==> config.mk <==
export PLATFORM = sky130hd
export DESIGN_NAME = usb_role_regs
export DESIGN_NICKNAME = d
export VERILOG_FILES = /design/src/pkg/usb_role_pkg.sv /design/src/hdl/pin_sync3.sv /design/src/hdl/usb_role_regs.sv
export SDC_FILE = /design/constraint.sdc
export NUM_CORES = 1
export LEC_CHECK = 0
export BUFFER_PORTS_ARGS = -buffer_cell sky130_fd_sc_hd__buf_2
export CAP_MARGIN = 5
export CELL_PAD_IN_SITES_DETAIL_PLACEMENT = 1
export CELL_PAD_IN_SITES_GLOBAL_PLACEMENT = 2
export CORE_ASPECT_RATIO = 1.75
export CORE_MARGIN = 1.5
export CORE_UTILIZATION = 32
export DETAILED_ROUTE_END_ITERATION = 6
export PLACE_DENSITY_LB_ADDON = 0.1
export SYNTH_ARGS = -nofsm -noshare
export SYNTH_HDL_FRONTEND = slang
export SYNTH_SLANG_ARGS = --single-unit
==> constraint.sdc <==
create_clock -name MCLK -period 3 [get_ports MCLK]
set_input_delay 0.3 -clock MCLK [delete_from_list [all_inputs] [get_ports MCLK]]
set_output_delay 0.3 -clock MCLK [all_outputs]
set_load 0.02 [all_outputs]
==> src/pkg/usb_role_pkg.sv <==
package usb_role_pkg;
	// ****************************************
	// Register offsets
	// ****************************************
	localparam logic [7:0] OFS_LINE_STATUS = 8'h18;
	localparam logic [7:0] OFS_XCVR_ADJUST = 8'h1b;
	localparam logic [7:0] OFS_ROLE_SELECT = 8'h1f;
	localparam logic [7:0] OFS_FIFO_RD_LO  = 8'h20;
	localparam logic [7:0] OFS_FIFO_RD_HI  = 8'h21;
	localparam logic [7:0] OFS_COUNT_HI    = 8'h24;
	localparam logic [7:0] OFS_COUNT_LO    = 8'h25;

	// ****************************************
	// Field positions and reset values
	// ****************************************
	localparam int unsigned SLEW_LSB        = 4;
	localparam int unsigned TERM_LSB        = 0;
	localparam int unsigned ROLE_BIT        = 0;
	localparam int unsigned COUNT_VALID_BIT = 7;
	localparam int unsigned COUNT_W         = 13;
	localparam int unsigned AREA_NUM        = 6;
	localparam logic [1:0]  SLEW_RST        = 2'h0;
	localparam logic [1:0]  TERM_RST        = 2'h0;
	localparam logic        ROLE_RST        = 1'b0;

	// ****************************************
	// Transceiver choices and line codes
	// ****************************************
	localparam logic [1:0] XCVR_HS   = 2'h0;
	localparam logic [1:0] XCVR_FS   = 2'h1;
	localparam logic [1:0] XCVR_RSVD = 2'h2;
	localparam logic [1:0] XCVR_LS   = 2'h3;
	localparam logic [1:0] LINE_SE0  = 2'h0;
	localparam logic [1:0] LINE_J    = 2'h1;
	localparam logic [1:0] LINE_K    = 2'h2;
	localparam logic [1:0] LINE_SE1  = 2'h3;
endpackage

==> src/hdl/pin_sync3.sv <==
`timescale 1ns/100ps
`default_nettype none
module pin_sync3 #(
	parameter int W = 1
) (
	input  wire logic         clk,
	input  wire logic         rst_n,
	input  wire logic [W-1:0] d,
	output var  logic [W-1:0] q
);
	logic [W-1:0] s1_q;
	logic [W-1:0] s2_q;
	logic [W-1:0] s3_q;

	if (W < 1) begin : g_bad_w
		$error("pin_sync3: W must be at least 1");
	end

	always_ff @(posedge clk or negedge rst_n) begin
		if (!rst_n) begin
			s1_q <= '0;
			s2_q <= '0;
			s3_q <= '0;
		end else begin
			s1_q <= d;
			s2_q <= s1_q;
			s3_q <= s2_q;
		end
	end

	// Change accepted only once two late stages agree
	always_ff @(posedge clk or negedge rst_n) begin
		if (!rst_n) begin
			q <= '0;
		end else if (s2_q == s3_q) begin
			q <= s3_q;
		end
	end
endmodule // pin_sync3
`default_nettype wire

==> src/hdl/usb_role_regs.sv <==
`timescale 1ns/100ps
`default_nettype none
module usb_role_regs #(
	parameter int PTR_W = 13
) (
	input  wire logic             MCLK,
	input  wire logic             RST_N,
	input  wire logic [6:0]       CPU_WORD_ADDR,
	input  wire logic [1:0]       CPU_BE,
	input  wire logic             CPU_RD,
	input  wire logic             CPU_WR,
	input  wire logic [15:0]      CPU_WDATA,
	output var  logic [15:0]      CPU_RDATA,
	output var  logic [1:0]       CPU_RVALID,
	input  wire logic [1:0]       XCVR_SELECT,
	input  wire logic             FS_DP,
	input  wire logic             FS_DM,
	input  wire logic             LS_DP,
	input  wire logic             LS_DM,
	input  wire logic             HS_ACTIVITY,
	output var  logic [1:0]       HS_SLEW,
	output var  logic [1:0]       HS_TERM,
	output var  logic             SHARED_CLK_EN,
	output var  logic             DEV_CLK_EN,
	output var  logic             HOST_CLK_EN,
	input  wire logic [5:0]       FIFO_JOIN,
	input  wire logic [PTR_W-1:0] FIFO_WR_PTR,
	input  wire logic [7:0]       FIFO_DATA_LO,
	input  wire logic [7:0]       FIFO_DATA_HI,
	output var  logic [2:0]       FIFO_AREA,
	output var  logic [PTR_W-1:0] FIFO_RD_PTR
);
	// ****************************************
	// Reset release and pin synchronisers
	// ****************************************
	logic       rst_meta_q;
	logic       rst_n_q;
	logic [4:0] pins_s;
	logic       fs_dp;
	logic       fs_dm;
	logic       ls_dp;
	logic       ls_dm;
	logic       act;

	if (PTR_W < 2 || PTR_W > usb_role_pkg::COUNT_W) begin : g_bad_ptr_w
		$error("usb_role_regs: PTR_W must lie in 2..13");
	end

	always_ff @(posedge MCLK or negedge RST_N) begin
		if (!RST_N) begin
			rst_meta_q <= 1'b0;
			rst_n_q    <= 1'b0;
		end else begin
			rst_meta_q <= 1'b1;
			rst_n_q    <= rst_meta_q;
		end
	end

	pin_sync3 #(.W(5)) u_pins (
		.clk   (MCLK),
		.rst_n (rst_n_q),
		.d     ({FS_DP, FS_DM, LS_DP, LS_DM, HS_ACTIVITY}),
		.q     (pins_s)
	);
	assign {fs_dp, fs_dm, ls_dp, ls_dm, act} = pins_s;

	// ****************************************
	// Bus line condition
	// ****************************************
	logic [1:0] line_d;
	logic [1:0] line_q;

	// Low speed has J and K swapped on the pair, hence the reversed order
	always_comb begin
		unique case (XCVR_SELECT)
			usb_role_pkg::XCVR_HS:   line_d = {1'b0, act};
			usb_role_pkg::XCVR_FS:   line_d = {fs_dm, fs_dp};
			usb_role_pkg::XCVR_LS:   line_d = {ls_dp, ls_dm};
			usb_role_pkg::XCVR_RSVD: line_d = usb_role_pkg::LINE_SE0;
		endcase
	end

	always_ff @(posedge MCLK or negedge rst_n_q) begin
		if (!rst_n_q) begin
			line_q <= usb_role_pkg::LINE_SE0;
		end else begin
			line_q <= line_d;
		end
	end

	// ****************************************
	// Byte lane decode
	// ****************************************
	logic [7:0] addr0;
	logic [7:0] addr1;
	logic       adj_we;
	logic       role_we;

	assign addr0 = {CPU_WORD_ADDR, 1'b0};
	assign addr1 = {CPU_WORD_ADDR, 1'b1};

	// Every input is an argument, so continuous uses stay sensitive to it
	function automatic logic wr_hit(input logic [7:0] a, input logic wr, input logic [1:0] be,
			input logic [7:0] a0, input logic [7:0] a1);
		return wr && ((be[0] && a0 == a) || (be[1] && a1 == a));
	endfunction

	function automatic logic [7:0] wr_byte(input logic [7:0] a, input logic [15:0] w);
		return a[0] ? w[15:8] : w[7:0];
	endfunction

	assign adj_we  = wr_hit(usb_role_pkg::OFS_XCVR_ADJUST, CPU_WR, CPU_BE, addr0, addr1);
	assign role_we = wr_hit(usb_role_pkg::OFS_ROLE_SELECT, CPU_WR, CPU_BE, addr0, addr1);

	// ****************************************
	// Transceiver adjust and role select
	// ****************************************
	logic [7:0] adj_wb;
	logic [7:0] role_wb;
	logic       role_q;

	assign adj_wb  = wr_byte(usb_role_pkg::OFS_XCVR_ADJUST, CPU_WDATA);
	assign role_wb = wr_byte(usb_role_pkg::OFS_ROLE_SELECT, CPU_WDATA);

	always_ff @(posedge MCLK or negedge rst_n_q) begin
		if (!rst_n_q) begin
			HS_SLEW <= usb_role_pkg::SLEW_RST;
			HS_TERM <= usb_role_pkg::TERM_RST;
		end else if (adj_we) begin
			HS_SLEW <= adj_wb[usb_role_pkg::SLEW_LSB +: 2];
			HS_TERM <= adj_wb[usb_role_pkg::TERM_LSB +: 2];
		end
	end

	// No sleep input reaches this logic, so role stays live in sleep
	always_ff @(posedge MCLK or negedge rst_n_q) begin
		if (!rst_n_q) begin
			role_q        <= usb_role_pkg::ROLE_RST;
			DEV_CLK_EN    <= ~usb_role_pkg::ROLE_RST;
			HOST_CLK_EN   <= usb_role_pkg::ROLE_RST;
			SHARED_CLK_EN <= 1'b0;
		end else begin
			SHARED_CLK_EN <= 1'b1;
			if (role_we) begin
				role_q      <= role_wb[usb_role_pkg::ROLE_BIT];
				DEV_CLK_EN  <= ~role_wb[usb_role_pkg::ROLE_BIT];
				HOST_CLK_EN <= role_wb[usb_role_pkg::ROLE_BIT];
			end
		end
	end

	// ****************************************
	// FIFO join and read pointer
	// ****************************************
	logic [2:0]       area_d;
	logic             join_any_d;
	logic             join_any_q;
	logic [PTR_W-1:0] avail;
	logic [12:0]      count;
	logic             fifo_hit;
	logic [1:0]       take;

	// Lowest joined area wins if software joins more than one
	always_comb begin
		area_d     = 3'h0;
		join_any_d = 1'b0;
		for (int n = usb_role_pkg::AREA_NUM - 1; n >= 0; n--) begin
			if (FIFO_JOIN[n]) begin
				area_d     = 3'(n);
				join_any_d = 1'b1;
			end
		end
	end

	assign avail    = join_any_q ? FIFO_WR_PTR - FIFO_RD_PTR : '0;
	assign count    = 13'(avail);
	assign fifo_hit = CPU_RD && |CPU_BE && addr0 == usb_role_pkg::OFS_FIFO_RD_LO;

	always_comb begin
		take = 2'h0;
		if (CPU_BE == 2'h3 && avail >= PTR_W'(2)) begin
			take = 2'h2;
		end else if (|CPU_BE && avail != '0) begin
			take = 2'h1;
		end
	end

	// A new join restarts the pointer for that area
	always_ff @(posedge MCLK or negedge rst_n_q) begin
		if (!rst_n_q) begin
			FIFO_AREA   <= 3'h0;
			join_any_q  <= 1'b0;
			FIFO_RD_PTR <= '0;
		end else begin
			FIFO_AREA  <= area_d;
			join_any_q <= join_any_d;
			if (area_d != FIFO_AREA || join_any_d != join_any_q) begin
				FIFO_RD_PTR <= '0;
			end else if (fifo_hit) begin
				FIFO_RD_PTR <= FIFO_RD_PTR + PTR_W'(take);
			end
		end
	end

	// ****************************************
	// Readable count pair
	// ****************************************
	logic [7:0] lo_snap_q;
	logic       hi_rd;
	logic       word_cnt;

	assign hi_rd    = CPU_RD && CPU_BE[0] && addr0 == usb_role_pkg::OFS_COUNT_HI;
	assign word_cnt = hi_rd && CPU_BE[1];

	// Low half frozen at the high read so the pair is coherent
	always_ff @(posedge MCLK or negedge rst_n_q) begin
		if (!rst_n_q) begin
			lo_snap_q <= 8'h00;
		end else if (hi_rd) begin
			lo_snap_q <= count[7:0];
		end
	end

	// ****************************************
	// Read data
	// ****************************************
	function automatic logic [7:0] reg_byte(input logic [7:0] a);
		logic [7:0] b;
		b = 8'h00;
		case (a)
			usb_role_pkg::OFS_LINE_STATUS: b[1:0] = line_q;
			usb_role_pkg::OFS_XCVR_ADJUST: begin
				b[usb_role_pkg::SLEW_LSB +: 2] = HS_SLEW;
				b[usb_role_pkg::TERM_LSB +: 2] = HS_TERM;
			end
			usb_role_pkg::OFS_ROLE_SELECT: b[usb_role_pkg::ROLE_BIT] = role_q;
			usb_role_pkg::OFS_COUNT_HI: begin
				b[4:0] = count[12:8];
				b[usb_role_pkg::COUNT_VALID_BIT] = join_any_q;
			end
			usb_role_pkg::OFS_COUNT_LO: b = lo_snap_q;
			default: b = 8'h00;
		endcase
		return b;
	endfunction

	logic [15:0] rdata_d;
	logic [1:0]  rvld_d;

	always_comb begin
		rdata_d = 16'h0000;
		rvld_d  = 2'h0;
		if (fifo_hit) begin
			rdata_d[7:0]  = CPU_BE[0] ? FIFO_DATA_LO : 8'h00;
			rdata_d[15:8] = CPU_BE[0] ? FIFO_DATA_HI : FIFO_DATA_LO;
			rvld_d[0]     = CPU_BE[0] && take != 2'h0;
			rvld_d[1]     = CPU_BE[1] && (CPU_BE[0] ? take == 2'h2 : take != 2'h0);
			if (!rvld_d[1]) begin
				rdata_d[15:8] = 8'h00;
			end
			if (!rvld_d[0]) begin
				rdata_d[7:0] = 8'h00;
			end
		end else begin
			rdata_d[7:0]  = CPU_BE[0] ? reg_byte(addr0) : 8'h00;
			rdata_d[15:8] = CPU_BE[1] ? reg_byte(addr1) : 8'h00;
			if (word_cnt) begin
				rdata_d[15:8] = count[7:0];
			end
			rvld_d = CPU_BE;
		end
	end

	always_ff @(posedge MCLK or negedge rst_n_q) begin
		if (!rst_n_q) begin
			CPU_RDATA  <= 16'h0000;
			CPU_RVALID <= 2'h0;
		end else begin
			CPU_RVALID <= CPU_RD ? rvld_d : 2'h0;
			if (CPU_RD) begin
				CPU_RDATA <= rdata_d;
			end
		end
	end
endmodule // usb_role_regs
`default_nettype wire

# Word level (Yosys, flattened, before mapping)
# Index checks and enable logic that the tools add are counted.
# op_classes
addsub	2
order_cmp	1
eq_ne	13
muxes	41
bitwise	1
reduce_logical	19
# op_table
cell	n
$mux W8	7
$mux W13	3
$eq A7 B4 Y1 const B	3
$mux W3	6
$mux W16	1
$eq A7 B5 Y1 const B	2
$add A13 B2 Y13	1
$ge A13 B2 Y1 const B	1
$logic_and A1 B1 Y1	13
$reduce_bool A13 Y1	1
$sub A13 B13 Y13	1
$mux W1	12
$mux W2	5
$pmux W1 S2	5
$eq A2 B2 Y1 const B	4
$pmux W2 S4	1
$eq A5 B5 Y1	1
$reduce_bool A2 Y1	2
$ne A3 B3 Y1	1
$pmux W1 S3	1
$eq A2 B1 Y1 const B	1
$logic_not A2 Y1	1
$reduce_or A2 Y1	1
$logic_or A1 B1 Y1	1
other kinds (2)	2
# word_totals
register_bits	74

# Depth between registers and ports, before layout
# Gate-level depths: netlist (run 1).
# depth
ltp_word	11
depth_mapped	18

# By module
# A second synthesis (run 1) with hierarchy kept.
# hier_totals
hier_cells	431
hier_area_um2	4255.3
# by_module_without_submodules
mod	instances	cells_each	area_each_um2
usb_role_regs	1	396	3601.0
pin_sync3	1	35	654.4

# Worst setup path before layout (run 1)
# No wires, ideal clock.
# synth_path
path_kind	reg-to-reg
startpoint	register FIFO_RD_PTR[0]
endpoint	register FIFO_RD_PTR[10]
setup_ps	132
arrival_time_ps	4364
t_required_ps	2868
path_slack_ps	-1496
path_stages_with_launch	18
path_buffers	0
period_less_slack_ps	4496
cell_sequence	dfrtp_1 ha_1 fa_1 nand2b_1 a211o_1 a31o_1 a2111oi_2 o21ai_2 o311a_1 a211oi_1 ha_1 inv_1 fa_1 nor2b_1 nand4_1 nor4_1 xnor2_1 nor2_1
# synth_between
elab_chain_cells	9
elab_cells_between_ends	11
cone_classes	add/sub (2); order compare (1); mux (5); reduce/logical (3)
# synth_rtl
item	line	rtl
from (decl)	usb_role_regs.sv:31	output var logic [PTR_W-1:0] FIFO_RD_PTR
from (signal assigned)	usb_role_regs.sv:200	FIFO_RD_PTR <= FIFO_RD_PTR + PTR_W'(take);
parallel branches: the longest is 6 deep, another holds $sub A13 B13 Y13	--	
$add A13 B2 Y13 (*)	usb_role_regs.sv:200	
$mux W13 (*)	usb_role_regs.sv:199	end else if (fifo_hit) begin
$mux W13 (*)	usb_role_regs.sv:197	if (area_d != FIFO_AREA || join_any_d != join_any_q) begin
# Every way passes the cells marked *. The select of a mux whose other input is x is not followed.
# A chain may end at the register's enable or synchronous reset.

# Worst setup path in the final report (run 1)
# layout_path
startpoint	register FIFO_RD_PTR[0]
endpoint	register FIFO_RD_PTR[8]
# Same word-level chain as after synthesis.

==> impl_metrics.toml, run 1 <==
[setup_path]
timing.rr.start = "FIFO_RD_PTR[0]"
rr_endpoint = "FIFO_RD_PTR[8]"
endpoint_kind = "flip-flop"
cp_num_buf_inv = 2
setup.worst_path.class = "reg -> reg"
rrSetupSlack_ns = -1.19
path_cells = "ha_4 -> fa_2 -> nand2b_4 -> a211o_1 -> a31o_4 -> a2111oi_4 -> o21ai_2 -> o311a_1 -> a211oi_2 -> ha_2 -> inv_2 -> fa_2 -> nor2b_4 -> nand4_1 -> buf_6 -> or3_1 -> a21oi_1"
worstPathArrival_ns = 4.45
cpMaxStageDelayCell = "dfrtp_2"
worst_path_largest_cell_delay_ns = 0.42
critical_path.top_delay_family = "compound AO/OA/AOI/OAI gates"
reg2regPathDepth = 17
path_common_cell = "fa_2"
required_ns = 3.26
cp_max_fo = 5
critPathLaunchType = "flip-flop"

[sta]
whs_ns = 0.0574
setup_slack_ns = -1.19
rsz0062_at_grt = "true"
period_needed_ns = 4.19
skew_ns = 0.00915
period_share_pct = 140
hold_viol_final = 0
report.final.slew_viol_count = 0
worst_slew_pin_slew_ns = 0.659
slew-limit-headroom_pct = 56.1
finalSetupViolations = 29
max_freq_mhz = 238

[pwr]
internal-power_mw = 1.93
pwr-share-seq_pct = 41.1
power.density_nw_per_um2 = 436
pwr-share-comb_pct = 16.4
ir_drop_v = 0.000429
clockPowerShare_pct = 42.5
p_sw_mw = 0.757
p_total_mw = 2.69
p_sw_share_pct = 28.2
p_leak_nw = 2.86

[detailed_routing]
ant_nets = 0
wl_per_cell_um = 17.1
avgViaCountPerCell = 4.99
vias = 3954
drt_iter0_drc = 60
drt-total-wl_um = 13500
drc_errors = 0
firstDrtPassIters = 4

[clock_network]
cts_tree = "done"
htree_levels = 3
clock_sinks = 74
clockBufferDepth = 2
clkLatencyLatePin_ns = 0.35
numCtsBuffers = 9
root_buffer = "clkbuf_16"
clkTransAtPathRegs_ns = 0.07

[yosys]
synth_top_flop_cell = "dfrtp_1"
synth_top_area_share_pct = 43.8
synth_area_leaders = "dfrtp_1 (44%), ha_1 (4.2%), o21ai_0 (3.4%)"
synth_edf_count = 0
async_reset_ff_share_pct = 100
ys_warn_count = 0
synth_top_area_cell = "dfrtp_1"
synthCells = 431
ys_ff_latch = 74
syn_area_per_cell_sq_um = 9.68
yosysUniqueCellTypes = 65
syn_area_sq_um = 4170
yosysSeqAreaShare_pct = 44.4

[die]
fp.dieW_um = 89.3
ios = 112
core-area_sq_um = 12800
die_h_um = 154
dieArea_sq_um = 13800
rows = 55
start_util_pct = 32.6

[grt]
grt_use_total_pct = 20.9
antenna_found_initial = 0
grt_start_max_net_pins = 45
grt-ovfl-total = 0
grt_pass1_wl_um = 21600
grt_pass1_vias = 4319

[status]
violations = "negative setup slack"
status = "complete, but fails checks"

[hold_path]
worstHoldPathCells = 1
min-delay-path-class = "in -> reg"
worstHoldEndpoint = "u_pins.s1_q[3]"
min_from = "FS_DM"

[place]
place_hpwl_um = 10700
place_ws_ns = -1.38
io_buffers = 99
gp_congestion = 0.790

[layout]
area_growth_pct = 47.8
final_core_util_pct = 48.2
layout_commonest_cell = "buf_2"
diodes = 0
nets = 703
layout-drive-gt1-share_pct = 43.0
final_cell_mix = "buf_2 (99), buf_4 (79), dfrtp_1 (71), nor2_1 (34), nand2_1 (33)"

[run]
maxCapViolCount = 0
[Yosys cell counts, drive strengths merged (3+ instances only)]
cell type / count
a211oi: 4
a21oi: 19
a22oi: 8
a31o: 3
a31oi: 5
and2: 5
and3: 4
buf: 3
clkbuf: 13
dfrtp: 73
ha: 14
inv: 24
mux2: 9
mux2i: 12
nand2: 34
nand2b: 8
nand3: 17
nand4: 4
nor2: 35
nor2b: 8
nor3: 8
nor3b: 4
o21ai: 39
o31ai: 10
xnor2: 15
xor2: 7
[flip-flops by register name, indices dropped and copies added (netlist names), 3 cells and up]
register     cells
u_pins.s2_q      5
CPU_RDATA       16
u_pins.q         5
u_pins.s3_q      5
lo_snap_q        8
FIFO_AREA        3
u_pins.s1_q      5
FIFO_RD_PTR     13
[stage by stage]
step / TNS (ns) / instance area [sq um] / cells
global route: -17.91 / 6170 / 792
finish: -14.93 / 6170 / 792
detailed placement: -17.76 / 5460 / 763
CTS: -13.44 / 5940 / 784
floorplan: -13.22 / 4220 / 432
global placement: -15.24 / 5460 / 763
[final cells by class]
cell class	count	area [sq um]
fillers	1517	6630
inverters	24	90.1
well taps	171	214
multi-input cells	318	2480
repair buffers	189	1220
clock inverters	7	82.6
clock buffers	9	225
flip-flops and latches	74	1860
[how the worst max path moves through the flow]
stage                     cells past startpoint      startpoint               to  slack [ns]
after detailed placement                     20  FIFO_WR_PTR[0]  FIFO_RD_PTR[10]       -1.38
final                                        17  FIFO_RD_PTR[0]   FIFO_RD_PTR[8]       -1.19
after CTS                                    17  FIFO_RD_PTR[0]   FIFO_RD_PTR[8]       -1.18
after global placement                       19  FIFO_WR_PTR[0]   FIFO_RD_PTR[8]       -1.25
after global routing                         18  FIFO_RD_PTR[0]  FIFO_RD_PTR[10]       -1.36
after floorplan                              16  FIFO_RD_PTR[0]   FIFO_RD_PTR[8]       -1.29
[per-layer routing]
layer	GRT usage [%]	wire (um)
met1	21.0	4890
met5	0	0
met4	8.35	316
met3	3.60	364
met2	40.3	7980
[logic make-up after synthesis]
| group | Yosys count | synth area share, % |
|---|---|---|
| compound gates | 117 | 19.9 |
| xor+xnor | 22 | 4.62 |
| fa+ha+maj | 16 | 5.16 |
| buf+inv | 40 | 3.66 |
| flops | 74 | 44.4 |
| mux | 21 | 5.31 |
| other cells | 1 | 0.0899 |
| simple gates | 140 | 16.8 |
[power groups by stage]
stage	clock [mW]	combinational, mW	sequential (mW)
global placement	0	0.398	1.12
detailed placement	0	0.409	1.13
global route	1.21	0.481	1.12
finish	1.14	0.440	1.11
CTS	1.17	0.421	1.11
floorplan	0	0.204	1.14
[timing repair]
item	CTS	global route
pin swaps	10	13
resized for setup	23	33
hold buffers	1	0
endpoints found under the hold margin	2	0
buffers inserted	33	11
setup endpoints to repair	29	29
gates cloned	0	0
Note: power is estimated with default switching activity, not from simulation.
==> run 2, diff against run 1 <==
--- a/config.mk
+++ b/config.mk
@@ -6,4 +6,5 @@
 export NUM_CORES = 1
 export LEC_CHECK = 0
+export ABC_AREA = 1
 export BUFFER_PORTS_ARGS = -buffer_cell sky130_fd_sc_hd__buf_2
 export CAP_MARGIN = 5
@@ -12,6 +13,7 @@
 export CORE_ASPECT_RATIO = 1.75
 export CORE_MARGIN = 1.5
-export CORE_UTILIZATION = 32
+export CORE_UTILIZATION = 30
 export DETAILED_ROUTE_END_ITERATION = 6
+export HOLD_SLACK_MARGIN = 0.15
 export PLACE_DENSITY_LB_ADDON = 0.1
 export SYNTH_ARGS = -nofsm -noshare
==> constraint.sdc (replaced) <==
create_clock -name MCLK -period 3 [get_ports MCLK]
set_input_delay 0.3 -clock MCLK [delete_from_list [all_inputs] [get_ports MCLK]]
set_output_delay 0.3 -clock MCLK [all_outputs]
set_load 0.005 [all_outputs]
==> impl_metrics.toml, run 2 <==
[status]
status = "complete, but fails checks"
violations = "negative setup slack"

[run]
maxCapViolCount = 0

[sta]
report.final.slew_viol_count = 0
skew_ns = 0.0115
hold_viol_final = 0
rsz0062_at_grt = "true"
setup_slack_ns = -0.539
worst_slew_pin_slew_ns = 1.15
finalSetupViolations = 12
period_share_pct = 118
fin_tns_setup_ns = -3.74
slew-limit-headroom_pct = 23.5
max_freq_mhz = 283
period_needed_ns = 3.54

[layout]
largest_reg_flops = 16
layout-drive-gt1-share_pct = 39.4
seq_area_sq_um = 1850
fillers = 1784
diodes = 0
area_growth_pct = 47.7
final_cell_mix = "nand2_1 (132), buf_2 (99), buf_4 (82), dfrtp_1 (72), inv_1 (58)"
top_regs = "CPU_RDATA x16, FIFO_RD_PTR x13, lo_snap_q x8"
multiInputGateArea_sq_um = 2500
top_register = "CPU_RDATA"
nets = 849
layout_commonest_cell = "nand2_1"

[yosys]
yosysUniqueCellTypes = 43
yosysSeqAreaShare_pct = 42.6
synth_area_leaders = "dfrtp_1 (42%), nand2_1 (13%), inv_1 (6.1%)"
yosys-top-cells-count = "nand2_1 (148), dfrtp_1 (73), inv_1 (71), nor2_1 (63), a21oi_1 (40)"
synth_edf_count = 0
synthCells = 570
ys_warn_count = 0
syn_area_sq_um = 4350
synth_top_flop_cell = "dfrtp_1"
synth_top_area_share_pct = 42.0
syn_area_per_cell_sq_um = 7.63
yosysMostFrequentCell = "nand2_1"
async_reset_ff_share_pct = 100
synth_top_area_cell = "dfrtp_1"
ys_ff_latch = 74

[detailed_routing]
met1Wirelength_um = 5670
vias = 4545
drt_iter0_drc = 100
drt-total-wl_um = 15700
drc_errors = 0
highest_layer = "met4"
ant_nets = 0
route.met3.wl_um = 495
avgViaCountPerCell = 4.80
met2_length_um = 8850
wl_per_cell_um = 16.6
firstDrtPassIters = 4

[place]
place_hpwl_um = 12100
io_buffers = 99
gp_congestion = 0.832

[setup_path]
timing.rr.start = "FIFO_RD_PTR[0]"
setup.worst_path.class = "reg -> reg"
rr_endpoint = "FIFO_RD_PTR[12]"
path_cells = "ha_2 -> fa_2 -> inv_4 -> nand3_4 -> nand2_4 -> nand3_4 -> nand4_1 -> nand2_1 -> nand3_2 -> nand2_2 -> buf_6 -> nand3_4 -> nand2_2 -> nor2_2 -> ha_2 -> inv_2 -> fa_2 -> inv_2 -> nand2_4 -> nor4_4 -> inv_2 -> nor4_4 -> xnor2_1 -> nor2_1"
startpoint = "FIFO_RD_PTR[0]"
rrSetupSlack_ns = -0.54
critPathCapture = "FIFO_RD_PTR[12]"
reg2regPathDepth = 24
endpoint_kind = "flip-flop"
critical_path.top_delay_family = "simple AND/OR/NAND/NOR gates"
cp_max_fo = 4
cpMaxStageDelayCell = "dfrtp_1"
required_ns = 3.16
worst-path-stages = 24
cp_num_buf_inv = 5
worst_path_largest_cell_delay_ns = 0.40
worstPathArrival_ns = 3.70
critPathLaunchType = "flip-flop"

[clock_network]
clock_sinks = 74
clkTransAtPathRegs_ns = 0.06
numCtsBuffers = 9
clkLatencyLatePin_ns = 0.33
htree_levels = 3
root_buffer = "clkbuf_16"
cts_tree = "done"
clockBufferDepth = 2

[die]
core-area_sq_um = 14300
ios = 112
start_util_pct = 30.4
dieArea_sq_um = 15300
die_h_um = 162
fp.dieW_um = 94.0
rows = 58

[hold_path]
worstHoldPathCells = 2
min-delay-path-class = "in -> reg"

[grt]
grt_pass1_wl_um = 24700
antenna_found_initial = 0
grt_pass1_vias = 4965
grt_use_total_pct = 21.2
grt_start_max_net_pins = 44
grt-ovfl-total = 0

[pwr]
power.density_nw_per_um2 = 417
p_leak_nw = 3.29
ir_drop_v = 0.000456
p_total_mw = 2.68
-- run 2: kinds of logic after synthesis --
kind of cell / Yosys count / share of synthesized area [%]
xor+xnor: 8 / 1.61
compound gates: 80 / 10.2
simple gates: 295 / 31.4
mux: 4 / 1.01
buf+inv: 92 / 8.11
flops: 74 / 42.6
other cells: 1 / 0.0862
fa+ha+maj: 16 / 4.95
-- run 2: what timing repair did --
item                                    in CTS  in global routing
endpoints found under the hold margin        8                  0
endpoints found under the setup margin      12                 13
hold buffers                                 7                  0
resized for setup                           29                 43
pin swaps                                   13                 15
buffers inserted                            20                  8
-- run 2: how the worst min path moves through the flow --
| stage | slack (ns) | from | end |
|---|---|---|---|
| final | 0.18 | FIFO_JOIN[0] | FIFO_AREA[0] |
| after global routing | 0.19 | FIFO_JOIN[0] | FIFO_AREA[0] |
| after CTS | 0.17 | FIFO_JOIN[0] | FIFO_AREA[0] |
| after detailed placement | 0.09 | RST_N | rst_meta_q |
| after global placement | 0.08 | RST_N | rst_meta_q |
| after floorplan | 0.004 | RST_N | rst_meta_q |
-- run 2: area by class of cell --
cell class                 count  area share [%]
clock buffer                   9            3.51
clock inverter                 7            1.30
inverter                      80            4.75
multi-input combinational    405            38.9
sequential                    74            28.9
tap                          180            3.51
timing repair buffer         192            19.2
-- run 2: per-layer routing --
metal  track usage (%)  vias to the layer above
li1                  -                     2240
met1              21.9                     2180
met2              40.7                       98
met3              2.86                       27
met4              9.97                        0
met5                 0                        -
-- run 2: metrics by stage --
| step | setup WS [ns] | std cells | util [%] | area (sq um) | hold WS [ns] |
|---|---|---|---|---|---|
| 4_1_cts | -0.457 | 945 | 43.6 | 6240 | 0.169 |
| 2_1_floorplan | -0.286 | 571 | - | 4400 | 0.00441 |
| 3_5_place_dp | -0.689 | 902 | 38.9 | 5570 | 0.0854 |
| 6_report | -0.539 | 947 | 44.9 | 6420 | 0.176 |
| 5_1_grt | -0.766 | 947 | 44.9 | 6420 | 0.194 |
| 3_3_place_gp | -0.580 | 902 | 38.9 | 5570 | 0.0848 |
-- run 2: worst reg2reg max path: stages, from the launching register on --
cell,delay [ns]
dfrtp_1,0.40
ha_2,0.21
fa_2,0.36
inv_4,0.10
nand3_4,0.08
nand2_4,0.09
nand3_4,0.08
nand4_1,0.14
nand2_1,0.09
nand3_2,0.09
nand2_2,0.08
buf_6,0.12
nand3_4,0.05
nand2_2,0.05
nor2_2,0.11
ha_2,0.20
inv_2,0.04
fa_2,0.33
inv_2,0.08
nand2_4,0.07
nor4_4,0.18
inv_2,0.09
nor4_4,0.14
xnor2_1,0.16
nor2_1,0.06
-- run 2: where the power goes --
group / total, mW / switching, mW / internal (mW)
combinational: 0.444 / 0.245 / 0.198
clock: 1.13 / 0.470 / 0.660
sequential: 1.11 / 0.0419 / 1.06
